==> src/logic/level_mute_tieoff_pkg.sv <==
// Shared constants for the level readout, automute and tie-off register slice.
package level_mute_tieoff_pkg;

	// Register width and register addresses on the control port.
	localparam int          REG_WIDTH          = 9;
	localparam int          ADDR_WIDTH         = 7;
	localparam logic [6:0]  ADDR_PP_LEVEL      = 7'h4c;
	localparam logic [6:0]  ADDR_PEAK_LEVEL    = 7'h4d;
	localparam logic [6:0]  ADDR_AUTOMUTE      = 7'h4e;
	localparam logic [6:0]  ADDR_TIEOFF        = 7'h4f;

	// Reset values.
	localparam logic [8:0]  RESET_PP_LEVEL     = 9'h000;
	localparam logic [8:0]  RESET_PEAK_LEVEL   = 9'h000;
	localparam logic [8:0]  RESET_AUTOMUTE     = 9'h000;
	localparam logic [8:0]  RESET_TIEOFF       = 9'h000;

	// Automute control and status field positions.
	localparam int          BIT_LIMITER_OVER   = 0;
	localparam int          BIT_GAIN_ZERO      = 2;
	localparam int          BIT_AUTOMUTE_ACT   = 3;
	localparam int          BIT_NOISE_GATE     = 4;
	localparam int          BIT_SUPPLY_HIGH    = 5;
	localparam int          BIT_TAP_SELECT     = 6;

	// Tie-off override field positions.
	localparam int          BIT_LINE_TIEOFF    = 3;
	localparam int          BIT_SPK_POS_TIEOFF = 4;
	localparam int          BIT_SPK_NEG_TIEOFF = 5;
	localparam int          BIT_UNITY_BYPASS   = 6;
	localparam int          BIT_BOOST_BYPASS   = 7;
	localparam int          BIT_OVERRIDE_EN    = 8;

	// Writable masks of the two control registers.
	localparam logic [8:0]  MASK_AUTOMUTE_WR   = 9'h040;
	localparam logic [8:0]  MASK_TIEOFF_WR     = 9'h1f8;

	// Serial frame lengths and the position of the read flag.
	localparam logic [4:0]  FRAME_SHORT_BITS   = 5'h10;
	localparam logic [4:0]  FRAME_LONG_BITS    = 5'h18;
	localparam logic [4:0]  HEADER_BITS        = 5'h08;
	localparam logic [4:0]  COUNT_MAX          = 5'h1f;
	localparam int          READ_WORD_BITS     = 16;

	// Number of synchronised status inputs.
	localparam int          STATUS_COUNT       = 5;

endpackage

==> src/logic/status_sync.sv <==
// Two flip-flop synchroniser for a group of independent status levels.
`timescale 1ns/100ps
module status_sync #(
	parameter int WIDTH = 1
) (
	input  wire logic             clk_i,
	input  wire logic             rst_i,
	input  wire logic [WIDTH-1:0] async_i,
	output logic      [WIDTH-1:0] sync_o
);

	logic [WIDTH-1:0] meta_reg;

	// Elaboration check: an empty group has nothing to carry.
	if (WIDTH < 1) begin : g_width_check
		$error("status_sync needs at least one bit");
	end

	always_ff @(posedge clk_i or posedge rst_i) begin
		if (rst_i) begin
			meta_reg <= '0;
			sync_o   <= '0;
		end else begin
			meta_reg <= async_i;
			sync_o   <= meta_reg;
		end
	end

endmodule

==> src/logic/level_mute_tieoff_regs.sv <==
// Level readouts, automute control and status, and tie-off override registers.
`timescale 1ns/100ps
module level_mute_tieoff_regs (
	input  wire logic       CLK_SYS_I,
	input  wire logic       RST_I,
	// Serial control port, sampled on the system clock.
	input  wire logic       MODE_I,
	input  wire logic       FORCE_FOUR_WIRE_PORT_I,
	input  wire logic       PORT_SELECT_N_I,
	input  wire logic       SCLK_I,
	input  wire logic       SDIO_I,
	output logic            SDIO_O,
	output logic            SDIO_OE_O,
	// Detector values from the level-control logic.
	input  wire logic       DUAL_CHANNEL_I,
	input  wire logic [8:0] PP_AMPLITUDE_LEFT_I,
	input  wire logic [8:0] PP_AMPLITUDE_RIGHT_I,
	input  wire logic [8:0] PEAK_AMPLITUDE_LEFT_I,
	input  wire logic [8:0] PEAK_AMPLITUDE_RIGHT_I,
	// Status levels from the limiter, mute, gate and supply detector.
	input  wire logic       LIMITER_OVER_I,
	input  wire logic       DIGITAL_GAIN_ZERO_I,
	input  wire logic       AUTOMUTE_ACTIVE_I,
	input  wire logic       NOISE_GATE_HOLD_I,
	input  wire logic       SPEAKER_SUPPLY_HIGH_I,
	// Automatic switch requests from the output control logic.
	input  wire logic       AUTO_LINE_TIEOFF_I,
	input  wire logic       AUTO_SPK_POS_TIEOFF_I,
	input  wire logic       AUTO_SPK_NEG_TIEOFF_I,
	input  wire logic       AUTO_UNITY_BYPASS_I,
	input  wire logic       AUTO_BOOST_BYPASS_I,
	input  wire logic       UNITY_BUFFER_OFF_I,
	input  wire logic       BOOST_BUFFER_OFF_I,
	// Switch controls toward the analog outputs, 1 is closed.
	output logic            AUTOMUTE_TAP_SELECT_O,
	output logic            LINE_TIEOFF_CLOSE_O,
	output logic            SPK_POS_TIEOFF_CLOSE_O,
	output logic            SPK_NEG_TIEOFF_CLOSE_O,
	output logic            UNITY_BYPASS_CLOSE_O,
	output logic            BOOST_BYPASS_CLOSE_O
);

	localparam int SC = level_mute_tieoff_pkg::STATUS_COUNT;
	// Read words leave the port most significant bit first.
	localparam int READ_MSB = level_mute_tieoff_pkg::READ_WORD_BITS - 1;

	typedef enum logic [1:0] {
		PORT_IDLE,
		PORT_SHIFT,
		PORT_READ
	} port_state_t;

	port_state_t state_reg;
	port_state_t state_next;

	logic [8:0]  pp_level_reg;
	logic [8:0]  peak_level_reg;
	logic [8:0]  automute_ctrl_reg;
	logic [8:0]  tieoff_reg;

	logic [SC-1:0] status_raw;
	logic [SC-1:0] status_sync;

	logic        sclk_prev_reg;
	logic        sel_prev_reg;
	logic [4:0]  count_reg;
	logic [23:0] shift_reg;
	logic [15:0] tx_reg;
	logic        long_frame_reg;

	logic        sclk_rise;
	logic        sclk_fall;
	logic        sel_start;
	logic        sel_end;
	logic        port_enabled;
	logic        write_strobe;
	logic [6:0]  write_addr;
	logic [8:0]  write_data;
	logic [8:0]  read_data;
	logic [8:0]  status_word;

	// Status levels come from other clock domains and analog comparators.
	assign status_raw = {SPEAKER_SUPPLY_HIGH_I, NOISE_GATE_HOLD_I, AUTOMUTE_ACTIVE_I,
		DIGITAL_GAIN_ZERO_I, LIMITER_OVER_I};

	status_sync #(
		.WIDTH (SC)
	) u_status_sync (
		.clk_i   (CLK_SYS_I),
		.rst_i   (RST_I),
		.async_i (status_raw),
		.sync_o  (status_sync)
	);

	// Detector readouts follow the level-control values every cycle.
	always_ff @(posedge CLK_SYS_I or posedge RST_I) begin
		if (RST_I) begin
			pp_level_reg <= level_mute_tieoff_pkg::RESET_PP_LEVEL;
		end else if (DUAL_CHANNEL_I && (PP_AMPLITUDE_RIGHT_I > PP_AMPLITUDE_LEFT_I)) begin
			pp_level_reg <= PP_AMPLITUDE_RIGHT_I;
		end else begin
			pp_level_reg <= PP_AMPLITUDE_LEFT_I;
		end
	end

	always_ff @(posedge CLK_SYS_I or posedge RST_I) begin
		if (RST_I) begin
			peak_level_reg <= level_mute_tieoff_pkg::RESET_PEAK_LEVEL;
		end else if (DUAL_CHANNEL_I && (PEAK_AMPLITUDE_RIGHT_I > PEAK_AMPLITUDE_LEFT_I)) begin
			peak_level_reg <= PEAK_AMPLITUDE_RIGHT_I;
		end else begin
			peak_level_reg <= PEAK_AMPLITUDE_LEFT_I;
		end
	end

	// Status bits are read live from the synchronised levels.
	always_comb begin
		status_word = 9'h000;
		status_word[level_mute_tieoff_pkg::BIT_LIMITER_OVER] = status_sync[0];
		status_word[level_mute_tieoff_pkg::BIT_GAIN_ZERO]    = status_sync[1];
		status_word[level_mute_tieoff_pkg::BIT_AUTOMUTE_ACT] = status_sync[2];
		status_word[level_mute_tieoff_pkg::BIT_NOISE_GATE]   = status_sync[3];
		status_word[level_mute_tieoff_pkg::BIT_SUPPLY_HIGH]  = status_sync[4];
		status_word[level_mute_tieoff_pkg::BIT_TAP_SELECT]   =
			automute_ctrl_reg[level_mute_tieoff_pkg::BIT_TAP_SELECT];
	end

	// Port edge detection; the pins are synchronous to the system clock.
	// Both previous levels reset to the idle levels of their pins, so reset makes no false edge.
	always_ff @(posedge CLK_SYS_I or posedge RST_I) begin
		if (RST_I) begin
			sclk_prev_reg <= 1'b0;
			sel_prev_reg  <= 1'b1;
		end else begin
			sclk_prev_reg <= SCLK_I;
			sel_prev_reg  <= PORT_SELECT_N_I;
		end
	end

	assign sclk_rise    = SCLK_I && !sclk_prev_reg;
	assign sclk_fall    = !SCLK_I && sclk_prev_reg;
	assign sel_start    = !PORT_SELECT_N_I && sel_prev_reg;
	assign sel_end      = PORT_SELECT_N_I && !sel_prev_reg;
	// The two-wire mode is served elsewhere; this port only listens in serial modes.
	assign port_enabled = MODE_I || FORCE_FOUR_WIRE_PORT_I;

	// A read is recognised on the eighth rise when the read flag comes in high.
	always_comb begin
		state_next = state_reg;
		unique case (state_reg)
			PORT_IDLE: begin
				if (sel_start && port_enabled) begin
					state_next = PORT_SHIFT;
				end
			end
			PORT_SHIFT: begin
				if (sel_end) begin
					state_next = PORT_IDLE;
				end else if (sclk_rise && long_frame_reg
					&& (count_reg == level_mute_tieoff_pkg::HEADER_BITS - 5'h01)
					&& SDIO_I) begin
					state_next = PORT_READ;
				end
			end
			PORT_READ: begin
				if (sel_end) begin
					state_next = PORT_IDLE;
				end
			end
		endcase
	end

	always_ff @(posedge CLK_SYS_I or posedge RST_I) begin
		if (RST_I) begin
			state_reg <= PORT_IDLE;
		end else begin
			state_reg <= state_next;
		end
	end

	// Frame length is latched when the frame opens.
	always_ff @(posedge CLK_SYS_I or posedge RST_I) begin
		if (RST_I) begin
			long_frame_reg <= 1'b0;
		end else if (state_reg == PORT_IDLE && sel_start) begin
			long_frame_reg <= FORCE_FOUR_WIRE_PORT_I;
		end
	end

	// Bits are captured on SCLK rising edges, most significant first.
	// The count saturates so an overlong frame cannot wrap back to a legal length.
	always_ff @(posedge CLK_SYS_I or posedge RST_I) begin
		if (RST_I) begin
			count_reg <= 5'h00;
			shift_reg <= 24'h000000;
		end else if (state_reg == PORT_IDLE) begin
			count_reg <= 5'h00;
		end else if (sclk_rise) begin
			shift_reg <= {shift_reg[22:0], SDIO_I};
			if (count_reg != level_mute_tieoff_pkg::COUNT_MAX) begin
				count_reg <= count_reg + 5'h01;
			end
		end
	end

	// A write lands when select rises after exactly a full frame.
	// Frames of any other length are dropped without notice.
	always_comb begin
		write_strobe = 1'b0;
		write_addr   = 7'h00;
		write_data   = 9'h000;
		if (state_reg == PORT_SHIFT && sel_end) begin
			if (long_frame_reg) begin
				write_strobe = (count_reg == level_mute_tieoff_pkg::FRAME_LONG_BITS);
				write_addr   = shift_reg[23:17];
				write_data   = shift_reg[8:0];
			end else begin
				write_strobe = (count_reg == level_mute_tieoff_pkg::FRAME_SHORT_BITS);
				write_addr   = shift_reg[15:9];
				write_data   = shift_reg[8:0];
			end
		end
	end

	// Only the tap select bit is writable in the automute register.
	always_ff @(posedge CLK_SYS_I or posedge RST_I) begin
		if (RST_I) begin
			automute_ctrl_reg <= level_mute_tieoff_pkg::RESET_AUTOMUTE;
		end else if (write_strobe && write_addr == level_mute_tieoff_pkg::ADDR_AUTOMUTE) begin
			automute_ctrl_reg <= write_data & level_mute_tieoff_pkg::MASK_AUTOMUTE_WR;
		end
	end

	// Bits 2:0 of the override register are not implemented and read as zero.
	always_ff @(posedge CLK_SYS_I or posedge RST_I) begin
		if (RST_I) begin
			tieoff_reg <= level_mute_tieoff_pkg::RESET_TIEOFF;
		end else if (write_strobe && write_addr == level_mute_tieoff_pkg::ADDR_TIEOFF) begin
			tieoff_reg <= write_data & level_mute_tieoff_pkg::MASK_TIEOFF_WR;
		end
	end

	// Read data for the long-frame read; unmapped addresses read zero.
	always_comb begin
		unique case (shift_reg[7:1])
			level_mute_tieoff_pkg::ADDR_PP_LEVEL:   read_data = pp_level_reg;
			level_mute_tieoff_pkg::ADDR_PEAK_LEVEL: read_data = peak_level_reg;
			level_mute_tieoff_pkg::ADDR_AUTOMUTE:   read_data = status_word;
			level_mute_tieoff_pkg::ADDR_TIEOFF:     read_data = tieoff_reg;
			default:                                read_data = 9'h000;
		endcase
	end

	// Read word is loaded after the header and shifted out on SCLK falling edges.
	// The address stays in the low shift bits until the ninth rise, so the load waits there.
	always_ff @(posedge CLK_SYS_I or posedge RST_I) begin
		if (RST_I) begin
			tx_reg <= 16'h0000;
		end else if (state_reg == PORT_SHIFT && state_next == PORT_READ) begin
			tx_reg <= 16'h0000;
		end else if (state_reg == PORT_READ && sclk_fall
			&& count_reg > level_mute_tieoff_pkg::HEADER_BITS) begin
			tx_reg <= {tx_reg[14:0], 1'b0};
		end else if (state_reg == PORT_READ && count_reg == level_mute_tieoff_pkg::HEADER_BITS
			&& !sclk_fall && tx_reg == 16'h0000) begin
			tx_reg <= {7'h00, read_data};
		end
	end

	// Registered pad controls keep the data line free of decode glitches.
	always_ff @(posedge CLK_SYS_I or posedge RST_I) begin
		if (RST_I) begin
			SDIO_O    <= 1'b0;
			SDIO_OE_O <= 1'b0;
		end else begin
			SDIO_O    <= (state_next == PORT_READ) ? tx_reg[READ_MSB] : 1'b0;
			SDIO_OE_O <= (state_next == PORT_READ);
		end
	end

	// Switch controls toward the analog block, registered.
	always_ff @(posedge CLK_SYS_I or posedge RST_I) begin
		if (RST_I) begin
			AUTOMUTE_TAP_SELECT_O <= 1'b0;
		end else begin
			AUTOMUTE_TAP_SELECT_O <= automute_ctrl_reg[level_mute_tieoff_pkg::BIT_TAP_SELECT];
		end
	end

	always_ff @(posedge CLK_SYS_I or posedge RST_I) begin
		if (RST_I) begin
			LINE_TIEOFF_CLOSE_O    <= 1'b0;
			SPK_POS_TIEOFF_CLOSE_O <= 1'b0;
			SPK_NEG_TIEOFF_CLOSE_O <= 1'b0;
		end else if (tieoff_reg[level_mute_tieoff_pkg::BIT_OVERRIDE_EN]) begin
			LINE_TIEOFF_CLOSE_O    <= tieoff_reg[level_mute_tieoff_pkg::BIT_LINE_TIEOFF];
			SPK_POS_TIEOFF_CLOSE_O <= tieoff_reg[level_mute_tieoff_pkg::BIT_SPK_POS_TIEOFF];
			SPK_NEG_TIEOFF_CLOSE_O <= tieoff_reg[level_mute_tieoff_pkg::BIT_SPK_NEG_TIEOFF];
		end else begin
			LINE_TIEOFF_CLOSE_O    <= AUTO_LINE_TIEOFF_I;
			SPK_POS_TIEOFF_CLOSE_O <= AUTO_SPK_POS_TIEOFF_I;
			SPK_NEG_TIEOFF_CLOSE_O <= AUTO_SPK_NEG_TIEOFF_I;
		end
	end

	// A forced bypass only closes while its buffer is off; otherwise automatic control holds.
	always_ff @(posedge CLK_SYS_I or posedge RST_I) begin
		if (RST_I) begin
			UNITY_BYPASS_CLOSE_O <= 1'b0;
			BOOST_BYPASS_CLOSE_O <= 1'b0;
		end else begin
			UNITY_BYPASS_CLOSE_O <= AUTO_UNITY_BYPASS_I
				|| (tieoff_reg[level_mute_tieoff_pkg::BIT_OVERRIDE_EN]
				&& tieoff_reg[level_mute_tieoff_pkg::BIT_UNITY_BYPASS]
				&& UNITY_BUFFER_OFF_I);
			BOOST_BYPASS_CLOSE_O <= AUTO_BOOST_BYPASS_I
				|| (tieoff_reg[level_mute_tieoff_pkg::BIT_OVERRIDE_EN]
				&& tieoff_reg[level_mute_tieoff_pkg::BIT_BOOST_BYPASS]
				&& BOOST_BUFFER_OFF_I);
		end
	end

endmodule

==> config.mk <==
export PLATFORM = sky130hd
export DESIGN_NAME = level_mute_tieoff_regs
export DESIGN_NICKNAME = d
export VERILOG_FILES = /design/src/logic/level_mute_tieoff_pkg.sv /design/src/logic/status_sync.sv /design/src/logic/level_mute_tieoff_regs.sv
export SDC_FILE = /design/constraint.sdc
export NUM_CORES = 1
export LEC_CHECK = 0
export BUFFER_PORTS_ARGS = -buffer_cell sky130_fd_sc_hd__buf_4
export CAP_MARGIN = 20
export CORE_MARGIN = 4
export CORE_UTILIZATION = 40
export DETAILED_ROUTE_END_ITERATION = 8
export PLACE_DENSITY = 0.61
export SETUP_SLACK_MARGIN = 0.1
export SLEW_MARGIN = 10
export SYNTH_ARGS = -nofsm -noshare
export SYNTH_HDL_FRONTEND = slang
export SYNTH_SLANG_ARGS = --single-unit
export TNS_END_PERCENT = 10
==> constraint.sdc <==
create_clock -name CLK_SYS_I -period 2.43 [get_ports CLK_SYS_I]
set_input_delay 0.243 -clock CLK_SYS_I [delete_from_list [all_inputs] [get_ports CLK_SYS_I]]
set_output_delay 0.243 -clock CLK_SYS_I [all_outputs]
set_load 0.005 [all_outputs]
==> results of run 1 <==
## per-layer routing
metal	vias up	track usage	part of all wire
li1	1425	-	-
met1	1435	0.207	0.47
met2	71	0.228	0.47
met3	14	0.0265	0.039
met4	0	0.0545	0.019
met5	-	0	0
## cell usage in the layout, fill, tap and decap left out, types with 2 or more instances in the layout
cell           Yosys  final
nand4_1            4      4
nor2_1            24     23
nand2b_1           4      4
a21oi_1           12     12
inv_1             26     25
clkinv_2           0      2
nor2b_1            4      4
mux2i_1           20     20
dlygate4sd3_1      0      7
mux2_2            55     55
nor4b_1            2      2
clkbuf_8           0     10
dfrtp_1           92     92
mux4_2             4      4
nand2_1           16     16
a22o_1             2      2
nand4b_1           2      2
nand3b_1           6      6
a31o_2             2      2
xor2_1             2      2
nor4_1             4      4
buf_4              1     70
o21ai_0            7      7
nand3_1            6      6
a211oi_1           4      4
nor3_1             6      6
ha_1              24     24
## what timing repair did
action | in CTS | in global routing
setup buffers | 0 | 0
hold buffers | 7 | 0
hold endpoints to repair | 26 | 0
## worst max-delay path, cell delays in order, from the launching register on
cell and delay (ns):
dfrtp_1 0.43, inv_1 0.07, ha_1 0.17, nor2b_1 0.18, nand4_1 0.17, a221oi_1 0.30
nand2b_1 0.26, mux2_2 0.33
## power groups by stage
| stage | clock (W) | combinational [W] | sequential, W |
|---|---|---|---|
| finish | 0.000999 | 0.000664 | 0.00182 |
| global route | 0.00110 | 0.000736 | 0.00185 |
| CTS | 0.00103 | 0.000673 | 0.00183 |
| detailed placement | 0 | 0.000658 | 0.00186 |
| global placement | 0 | 0.000652 | 0.00186 |
| floorplan | 0 | 0.000532 | 0.00175 |
## final timing paths
| kind | from | end | slack, ns | depth (start not counted) |
|---|---|---|---|---|
| worst max-delay path | count_reg[0]$_DFFE_PP0P_ | tieoff_reg[8]$_DFFE_PP0P_ | 0.42 | 7 |
| min in group asynchronous | RST_I | tx_reg[11]$_DFFE_PP0P_ | 0.53 | 3 |
| max in group asynchronous | RST_I | shift_reg[21]$_DFFE_PP0P_ | 1.25 | 4 |
| worst min register to register | u_status_sync.meta_reg[1]$_DFF_PP0_ | u_status_sync.sync_o[1]$_DFF_PP0_ | 0.35 | 0 |
| worst min-delay path | SCLK_I | sclk_prev_reg$_DFF_PP0_ | 0.03 | 1 |
| worst max register to register | count_reg[0]$_DFFE_PP0P_ | tieoff_reg[8]$_DFFE_PP0P_ | 0.42 | 7 |
## metrics by stage
step / instances / worst slack (ns) / util / hold slack [ns] / power [W]
floorplan: 358 / 0.434 / - / 0.247 / 0.00228
global placement: 559 / 0.273 / 0.472 / 0.333 / 0.00251
detailed placement: 559 / 0.209 / 0.472 / 0.339 / 0.00252
CTS: 581 / 0.403 / 0.496 / 0.00991 / 0.00354
global route: 581 / 0.194 / 0.496 / 0.00623 / 0.00369
finish: 581 / 0.416 / 0.496 / 0.0259 / 0.00349
## cell type report
class                   count  area [um^2]  share of cell area
clock buffers              11          141              0.0262
well taps                 140          175              0.0324
repair buffers             78          616               0.114
multi-input cells         229         1990               0.368
flip-flops and latches     93         2330               0.431
clock inverters             4         48.8             0.00904
inverters                  26          101              0.0188
## cell families (layout without fill, tap and decap cells)
| kind of cell | count (synthesis) | in the layout | share of synthesized area |
|---|---|---|---|
| DFF | 93 | 93 | 0.522 |
| and+or+nand+nor | 89 | 89 | 0.114 |
| muxes | 79 | 79 | 0.204 |
| AOI/OAI and AO/OA | 34 | 34 | 0.0539 |
| xor gates and xnor gates | 3 | 3 | 0.00589 |
| adders and majority gates | 24 | 24 | 0.0674 |
| buffers and inverters | 36 | 119 | 0.0323 |
==> impl_metrics.yaml, run 1 <==
status:
  status: "finished clean"
synth:
  synth_area_leaders: "dfrtp_1 (52%), mux2_2 (14%), ha_1 (6.7%), mux2i_1 (4.5%), inv_1 (2.2%)"
  ys_ff_latch: 93
  seq_area_frac_synth: 0.522
  synth_edf_count: 0
  syn_area_mm2: 0.00446
  synth_common_cells: "dfrtp_1 (92), mux2_2 (55), inv_1 (26)"
  ys_async_sr_fraction: 1.00
  yosysWarnings: 0
  ys_types: 46
  yosysMostFrequentCell: "dfrtp_1"
  avgSynthCellArea_um2: 12.5
  syn-num-nets: 438
  yosys.area.top_type: "dfrtp_1"
  synth_top_flop_cell: "dfrtp_1"
  synthCells: 358
  synth_top_cell_area_share: 0.516
routing:
  drtPass1Iterations: 4
  dr_total_vias: 2945
  dr.first_iter.drc_count: 107
  ant_nets: 0
  drt_wl_total_um: 8770
  wl_per_cell_um: 15.1
  via_per_inst: 5.07
  drc_errors: 0
critical_path:
  worst-path-max-fanout: 6
  crit_required_ns: 2.67
  worstSetupEndpointType: "register"
  crit_arrival_ns: 2.25
  start_kind: "register"
  critical_path_class: "reg2reg"
timing:
  rsz0062_at_grt: "no"
  min_period_over_period: 0.829
  max_slew_margin: 0.575
  skew_ns: 0.00718
  worst_slew_pin_slew_ns: 0.637
  final_hold_viol_count: 0
  setup_viol: 0
  finalMaxSlewViolations: 0
  max_freq_mhz: 497
  tns_ns: 0
  min_period_ns: 2.01
grt:
  track_usage: 0.147
  antenna_found_initial: 0
  grt_max_degree: 51
  grt_pass1_vias: 3142
  grt-ovfl-total: 0
  grt_pass1_wl_um: 15200
pwr:
  p_sw_w: 0.000947
  leakagePower_nw: 2.55
  swShare: 0.272
  p_per_area_mw_per_mm2: 646
  combPwrFrac: 0.190
  peakVddDrop_uv: 276
  clockPowerShare: 0.286
  seqPwrFrac: 0.523
  p_int_w: 0.00254
finish:
  area_delta_synth_final_pct: 21.1
  antenna_cells: 0
  largest_reg_flops: 24
  final_nets: 517
  fillCellCount: 998
  drive_gt1_frac: 0.354
  final_area_mm2: 0.00540
cts:
  tritoncts: "done"
  clkLatencyLatePin_ns: 0.35
  htreeDepth: 3
  cts-root-buf: "clkbuf_8"
  path_clk_slew_ns: 0.09
  cts_buffers: 9
  cts.path.max_buffers: 2
  cts_resized: 0
  clock_sinks: 93
die:
  start_util: 0.409
  die_h_um: 114
  row_count: 38
  io_pins: 64
  die-area_mm2: 0.0129
  core-area_mm2: 0.0109
  die_w_um: 114
worst_hold_path:
  worstHoldPathType: "in2reg"
placed_design:
  hpwl_um: 6630
  place_congestion: 0.856
  port_buffers: 63
  placed_cell_area_mm2: 0.00514
job:
  cap_violations: 0
Note: power is estimated with default switching activity, not from simulation.
==> run 2: changes to the inputs <==
ABC_AREA = 1   (was default)
PLACE_DENSITY = 0.59   (was 0.61)
clock period = 2 ns   (was 2.43 ns; I/O delays follow)
==> run 2 against run 1 <==
Net effect: the flow now finishes with violations (hold timing); combinational power grew 61%; maximum frequency rose by 13%; largest cell class unchanged; first-iteration DRC count grew 90%; synthesized cell count increased by 64%; routed wire length is 17% higher; non-clock buffer count up 5; via count up 35%; flip-flop and latch count is the same; hold slack got worse by 0.040 ns.
==> impl_metrics.yaml, run 2 <==
status:
  status: "finished with violations"
  violations: "hold timing"
finish:
  layout_common_cells: "nand2_1 (155), dfrtp_1 (92), nand3_1 (77)"
  final_cells: 819
  drive_gt1_frac: 0.205
  largest_reg_flops: 24
  antenna_cells: 0
  final_common_cell: "nand2_1"
  final_nets: 747
  area_delta_synth_final_pct: 23.3
  fillCellCount: 1103
grt:
  grt_max_degree: 94
  track_usage: 0.156
  antenna_found_initial: 0
  grt_pass1_vias: 3904
  grt-ovfl-total: 0
  grt_pass1_wl_um: 18100
placed_design:
  dp_cells: 793
  dp_slack_ns: 0.181
  port_buffers: 63
  place_congestion: 0.816
  hpwl_um: 7490
synth:
  synth_top_cell_area_share: 0.472
  syn_area_mm2: 0.00487
  ys_types: 38
  avgSynthCellArea_um2: 8.29
  ys_ff_latch: 93
  ys_async_sr_fraction: 1.00
  synth_top_flop_cell: "dfrtp_1"
  synth_area_leaders: "dfrtp_1 (47%), nand2_1 (12%), nand3_1 (7.9%), ha_1 (6.2%), inv_1 (5.3%)"
  yosysWarnings: 0
  yosys.area.top_type: "dfrtp_1"
  synth_edf_count: 0
  syn-num-nets: 668
  yosysMostFrequentCell: "nand2_1"
  synth_common_cells: "nand2_1 (156), dfrtp_1 (92), nand3_1 (77)"
  synthCells: 588
  seq_area_frac_synth: 0.478
timing:
  rsz0062_at_grt: "yes"
  setup_ws_ns: 0.221
  max_slew_margin: 0.632
  setup_viol: 0
  skew_ns: 0.00932
  max_freq_mhz: 562
  final_hold_viol_count: 27
  finalMaxSlewViolations: 0
  min_period_ns: 1.78
  min_period_over_period: 0.890
  tns_ns: 0
  whs_ns: -0.0137
  worst_slew_pin_slew_ns: 0.550
cts:
  tritoncts: "done"
  clock_sinks: 93
  htreeDepth: 3
  cts-root-buf: "clkbuf_16"
  cts_buffers: 9
  cts.path.max_buffers: 2
  path_clk_slew_ns: 0.06
  clkLatencyLatePin_ns: 0.35
critical_path:
  worst-path-max-fanout: 15
  critPathMostFrequentCell: "nand2_1"
  crit_required_ns: 2.24
  start_kind: "register"
  crit_arrival_ns: 2.02
  crit_chain: "inv_1 > ha_1 > inv_1 > nand3_1 > nand2_1 > nor2_1 > nand2_1 > inv_2 > nand3_4 > clkbuf_16 > nand2_1 > nand2_1"
  cpMaxStageDelayCell: "dfrtp_1"
  critical_path_class: "reg2reg"
  max_stage_delay_ns: 0.37
  worstSetupEndpointType: "register"
  worstRegToRegCells: 12
worst_hold_path:
  worstHoldPathType: "in2async"
die:
  start_util: 0.408
  die_h_um: 118
  row_count: 40
  core-area_mm2: 0.0120
  io_pins: 64
  die-area_mm2: 0.0140
  die_w_um: 118
pwr:
  p_per_area_mw_per_mm2: 890
  leakagePower_nw: 3.13
  peakVddDrop_uv: 435
routing:
  drc_errors: 0
  dr.first_iter.drc_count: 203
  via_per_inst: 4.85
  drtPass1Iterations: 5
  wl_per_cell_um: 12.5
  dr_total_vias: 3969
  ant_nets: 0
  drt_wl_total_um: 10200
job:
  cap_violations: 0
run 2: cell count changes after synthesis, moves of 12 or more:
| cell | before | now |
|---|---|---|
| mux2i_1 | 20 | 0 |
| o21ai_0 | 7 | 32 |
| mux2_2 | 55 | 3 |
| nand2_1 | 16 | 156 |
| nand3_1 | 6 | 77 |
| inv_1 | 26 | 69 |
| nor2_1 | 24 | 39 |
| nand3_2 | 0 | 12 |
run 2: power by group:
part,switching [W],internal (W),leakage (nW)
clock,0.000721,0.00113,0.160
sequential,0.000223,0.00220,1.16
combinational,0.000652,0.000422,1.81
run 2: kinds of logic after synthesis:
kind of cell,after synthesis,share of synthesized area
AO/OA/AOI/OAI,62,0.0714
multiplexers,3,0.00693
buffers and inverters,90,0.0780
XOR/XNOR,1,0.00180
AND/OR/NAND/NOR,315,0.303
adder cells (fa/ha/maj),24,0.0616
flip-flops,93,0.478
run 2: routing by layer:
metal / routed length [um] / track usage / up-vias
li1: - / - / 2065
met1: 4800 / 0.210 / 1809
met2: 4780 / 0.242 / 77
met3: 367 / 0.0282 / 18
met4: 284 / 0.0804 / 0
met5: 0 / 0 / -
run 2: worst max-delay path: cells and delay by family, from the launching register on:
family                   cells  cell delay, ns
AND/OR/NAND/NOR              7            0.52
buffers and inverters        4            0.42
flip-flops                   1            0.37
adder cells (fa/ha/maj)      1            0.35
run 2: stage by stage:
step,instance area (um^2),total power [W],util
2_1_floorplan,4880,0.00314,-
3_3_place_gp,5550,0.00345,0.464
3_5_place_dp,5550,0.00350,0.464
4_1_cts,5950,0.00539,0.497
5_1_grt,6010,0.00572,0.503
6_report,6010,0.00535,0.503
run 2: repair_timing:
| action | CTS | global route |
|---|---|---|
| gates resized for setup | 0 | 8 |
| hold buffers | 7 | 0 |
| endpoints found under the setup margin | 0 | 22 |
| setup buffers | 0 | 2 |
| hold endpoints to repair | 7 | 0 |
run 2: path summary, 6_finish.rpt:
path,startpoint,to,slack (ns)
setup / recovery,state_reg[0]$_DFF_PP0_,tx_reg[10]$_DFFE_PP0P_,0.22
hold / removal,RST_I,SPK_POS_TIEOFF_CLOSE_O$_DFF_PP0_,-0.01
setup reg to reg,state_reg[0]$_DFF_PP0_,tx_reg[10]$_DFFE_PP0P_,0.22
hold reg to reg,u_status_sync.meta_reg[2]$_DFF_PP0_,u_status_sync.sync_o[2]$_DFF_PP0_,0.35
max in group asynchronous,RST_I,sel_prev_reg$_DFF_PP1_,1.62
min in group CLK_SYS_I,AUTO_UNITY_BYPASS_I,UNITY_BYPASS_CLOSE_O$_DFF_PP0_,0.05
run 2: cell type report:
cell class | count | area, um^2 | area share
Clock buffer | 11 | 243 | 0.0404
Timing Repair Buffer | 83 | 696 | 0.116
Clock inverter | 5 | 82.6 | 0.0137
Multi-Input combinational cell | 405 | 2190 | 0.364
Sequential cell | 93 | 2330 | 0.387
Inverter | 75 | 290 | 0.0483
Tap cell | 147 | 184 | 0.0306
==> run 3: changes to the inputs <==
CORE_UTILIZATION = 44   (was 40)
PLACE_DENSITY = 0.64   (was 0.59)
==> run 3 against run 2 <==
Net effect: the run now ends clean; final area down 2.4%; flip-flop and latch count did not move; register-to-register slack barely moved; core utilization up 3.8 points; worst setup slack got worse by 0.011 ns; first-iteration DRC count down 13%; maximum frequency down 0.59%; die area down 8.5%; sequential share of layout area rose by 0.97 points; routed wire length is 1.1% lower; sequential power is essentially flat; clock power down 42%; largest cell class unchanged; highest routed layer unchanged.
==> impl_metrics.yaml, run 3 (same netlist as run 2, synthesis figures left out) <==
critical_path:
  worstSetupEndpointType: "register"
  worst-path-max-fanout: 31
  critical_path_class: "reg2reg"
  start_kind: "register"
  crit_arrival_ns: 2.07
  crit_required_ns: 2.29
finish:
  area_delta_synth_final_pct: 20.3
  drive_gt1_frac: 0.200
  seq_area_mm2: 0.00233
  largest_reg_flops: 24
  antenna_cells: 0
  final_common_cell: "nand2_1"
  layout_common_cells: "nand2_1 (156), dfrtp_1 (92), nand3_1 (77)"
  multi_input_area_mm2: 0.00219
  final_nets: 750
  fillCellCount: 1010
placed_design:
  place_congestion: 0.814
  hpwl_um: 7590
  port_buffers: 63
  dp_slack_ns: 0.118
cts:
  clkLatencyLatePin_ns: 0.35
  path_clk_slew_ns: 0.08
  htreeDepth: 3
  clock_sinks: 93
  cts.path.max_buffers: 2
  cts_buffers: 9
  tritoncts: "done"
  cts-root-buf: "clkbuf_8"
worst_hold_path:
  worstHoldPathType: "in2reg"
routing:
  dr_total_vias: 3982
  dr.first_iter.drc_count: 177
  drt_wl_total_um: 10100
  wl_per_cell_um: 12.4
  via_per_inst: 4.89
  ant_nets: 0
  drtPass1Iterations: 4
  drc_errors: 0
grt:
  antenna_found_initial: 0
  grt-ovfl-total: 0
  track_usage: 0.166
  grt_max_degree: 49
  grt_pass1_vias: 3973
  grt_pass1_wl_um: 17600
die:
  die_h_um: 113
  core-area_mm2: 0.0108
  row_count: 38
  die-area_mm2: 0.0128
  io_pins: 64
  die_w_um: 113
  start_util: 0.450
timing:
  skew_ns: 0.00682
  max_freq_mhz: 559
  final_hold_viol_count: 0
  min_period_ns: 1.79
  min_period_over_period: 0.895
  worst_slew_pin_slew_ns: 0.378
  rsz0062_at_grt: "yes"
  setup_ws_ns: 0.210
  tns_ns: 0
  max_slew_margin: 0.745
  setup_viol: 0
  finalMaxSlewViolations: 0
status:
  status: "finished clean"
job:
  cap_violations: 0
pwr:
  peakVddDrop_uv: 383
  p_per_area_mw_per_mm2: 784
  leakagePower_nw: 3.06
==> run 3: changes by cell type in the layout (fill, tap and decap cells not counted), moves of 2 or more <==
cell / previous run / this run
ha_4: 0 / 2
clkbuf_8: 1 / 9
clkbuf_16: 10 / 0
buf_4: 72 / 74
bufinv_16: 2 / 0
clkinvlp_4: 1 / 3
clkbuf_1: 1 / 4
==> run 3: worst paths after layout <==
kind | startpoint | to | slack, ns | cells after the start
min reg2reg | u_status_sync.meta_reg[4]$_DFF_PP0_ | u_status_sync.sync_o[4]$_DFF_PP0_ | 0.36 | 0
max reg2reg | state_reg[0]$_DFF_PP0_ | tx_reg[2]$_DFFE_PP0P_ | 0.21 | 12
min | AUTO_BOOST_BYPASS_I | BOOST_BYPASS_CLOSE_O$_DFF_PP0_ | 0.05 | 2
min in group asynchronous | RST_I | SPK_POS_TIEOFF_CLOSE_O$_DFF_PP0_ | 0.36 | 3
max | state_reg[0]$_DFF_PP0_ | tx_reg[2]$_DFFE_PP0P_ | 0.21 | 12
max in group asynchronous | RST_I | sel_prev_reg$_DFF_PP1_ | 1.08 | 4
==> run 3: layout make-up <==
cell class | instances | area share
clock inverters | 3 | 0.00405
multi-input cells | 405 | 0.374
repair buffers | 86 | 0.122
clock buffers | 13 | 0.0237
flip-flops and latches | 93 | 0.397
well taps | 140 | 0.0299
inverters | 75 | 0.0495
==> run 3: worst max-delay path, stage by stage (launching register included) <==
cell and delay [ns]:
dfrtp_1 0.35, inv_1 0.10, ha_1 0.21, inv_1 0.13, nand2_1 0.11, a21oi_1 0.18, nor2_2 0.06, nand2_1 0.07
inv_2 0.05, nand3_2 0.08, buf_12 0.19, nand3_1 0.10, nand2_2 0.08
==> run 3: repair_timing <==
action                                  in CTS  in global routing
endpoints found under the setup margin       6                 22
endpoints found under the hold margin       15                  0
pin swaps                                    1                  2
buffers inserted                             0                  3
gates resized for setup                      0                  6
hold buffers                                 8                  0
==> run 3: power breakdown <==
group / internal (W) / switching (W)
combinational: 0.000449 / 0.000661
sequential: 0.00219 / 0.000221
clock: 0.000457 / 0.000620
==> run 3: metrics by stage <==
step	cell area [um^2]	power [W]	util	hold slack [ns]	std cells
floorplan	4880	0.00314	-	0.204	588
global placement	5570	0.00344	0.514	0.168	788
detailed placement	5570	0.00349	0.514	0.171	788
CTS	5820	0.00460	0.536	0.0326	812
global route	5870	0.00495	0.541	0.0263	815
finish	5870	0.00460	0.541	0.0461	815
==> run 3: routing by layer <==
| layer | track usage | vias up | part of all wire |
|---|---|---|---|
| li1 | - | 2067 | - |
| met1 | 0.214 | 1807 | 0.46 |
| met2 | 0.282 | 94 | 0.49 |
| met3 | 0.0364 | 14 | 0.039 |
| met4 | 0.0473 | 0 | 0.014 |
| met5 | 0 | - | 0 |
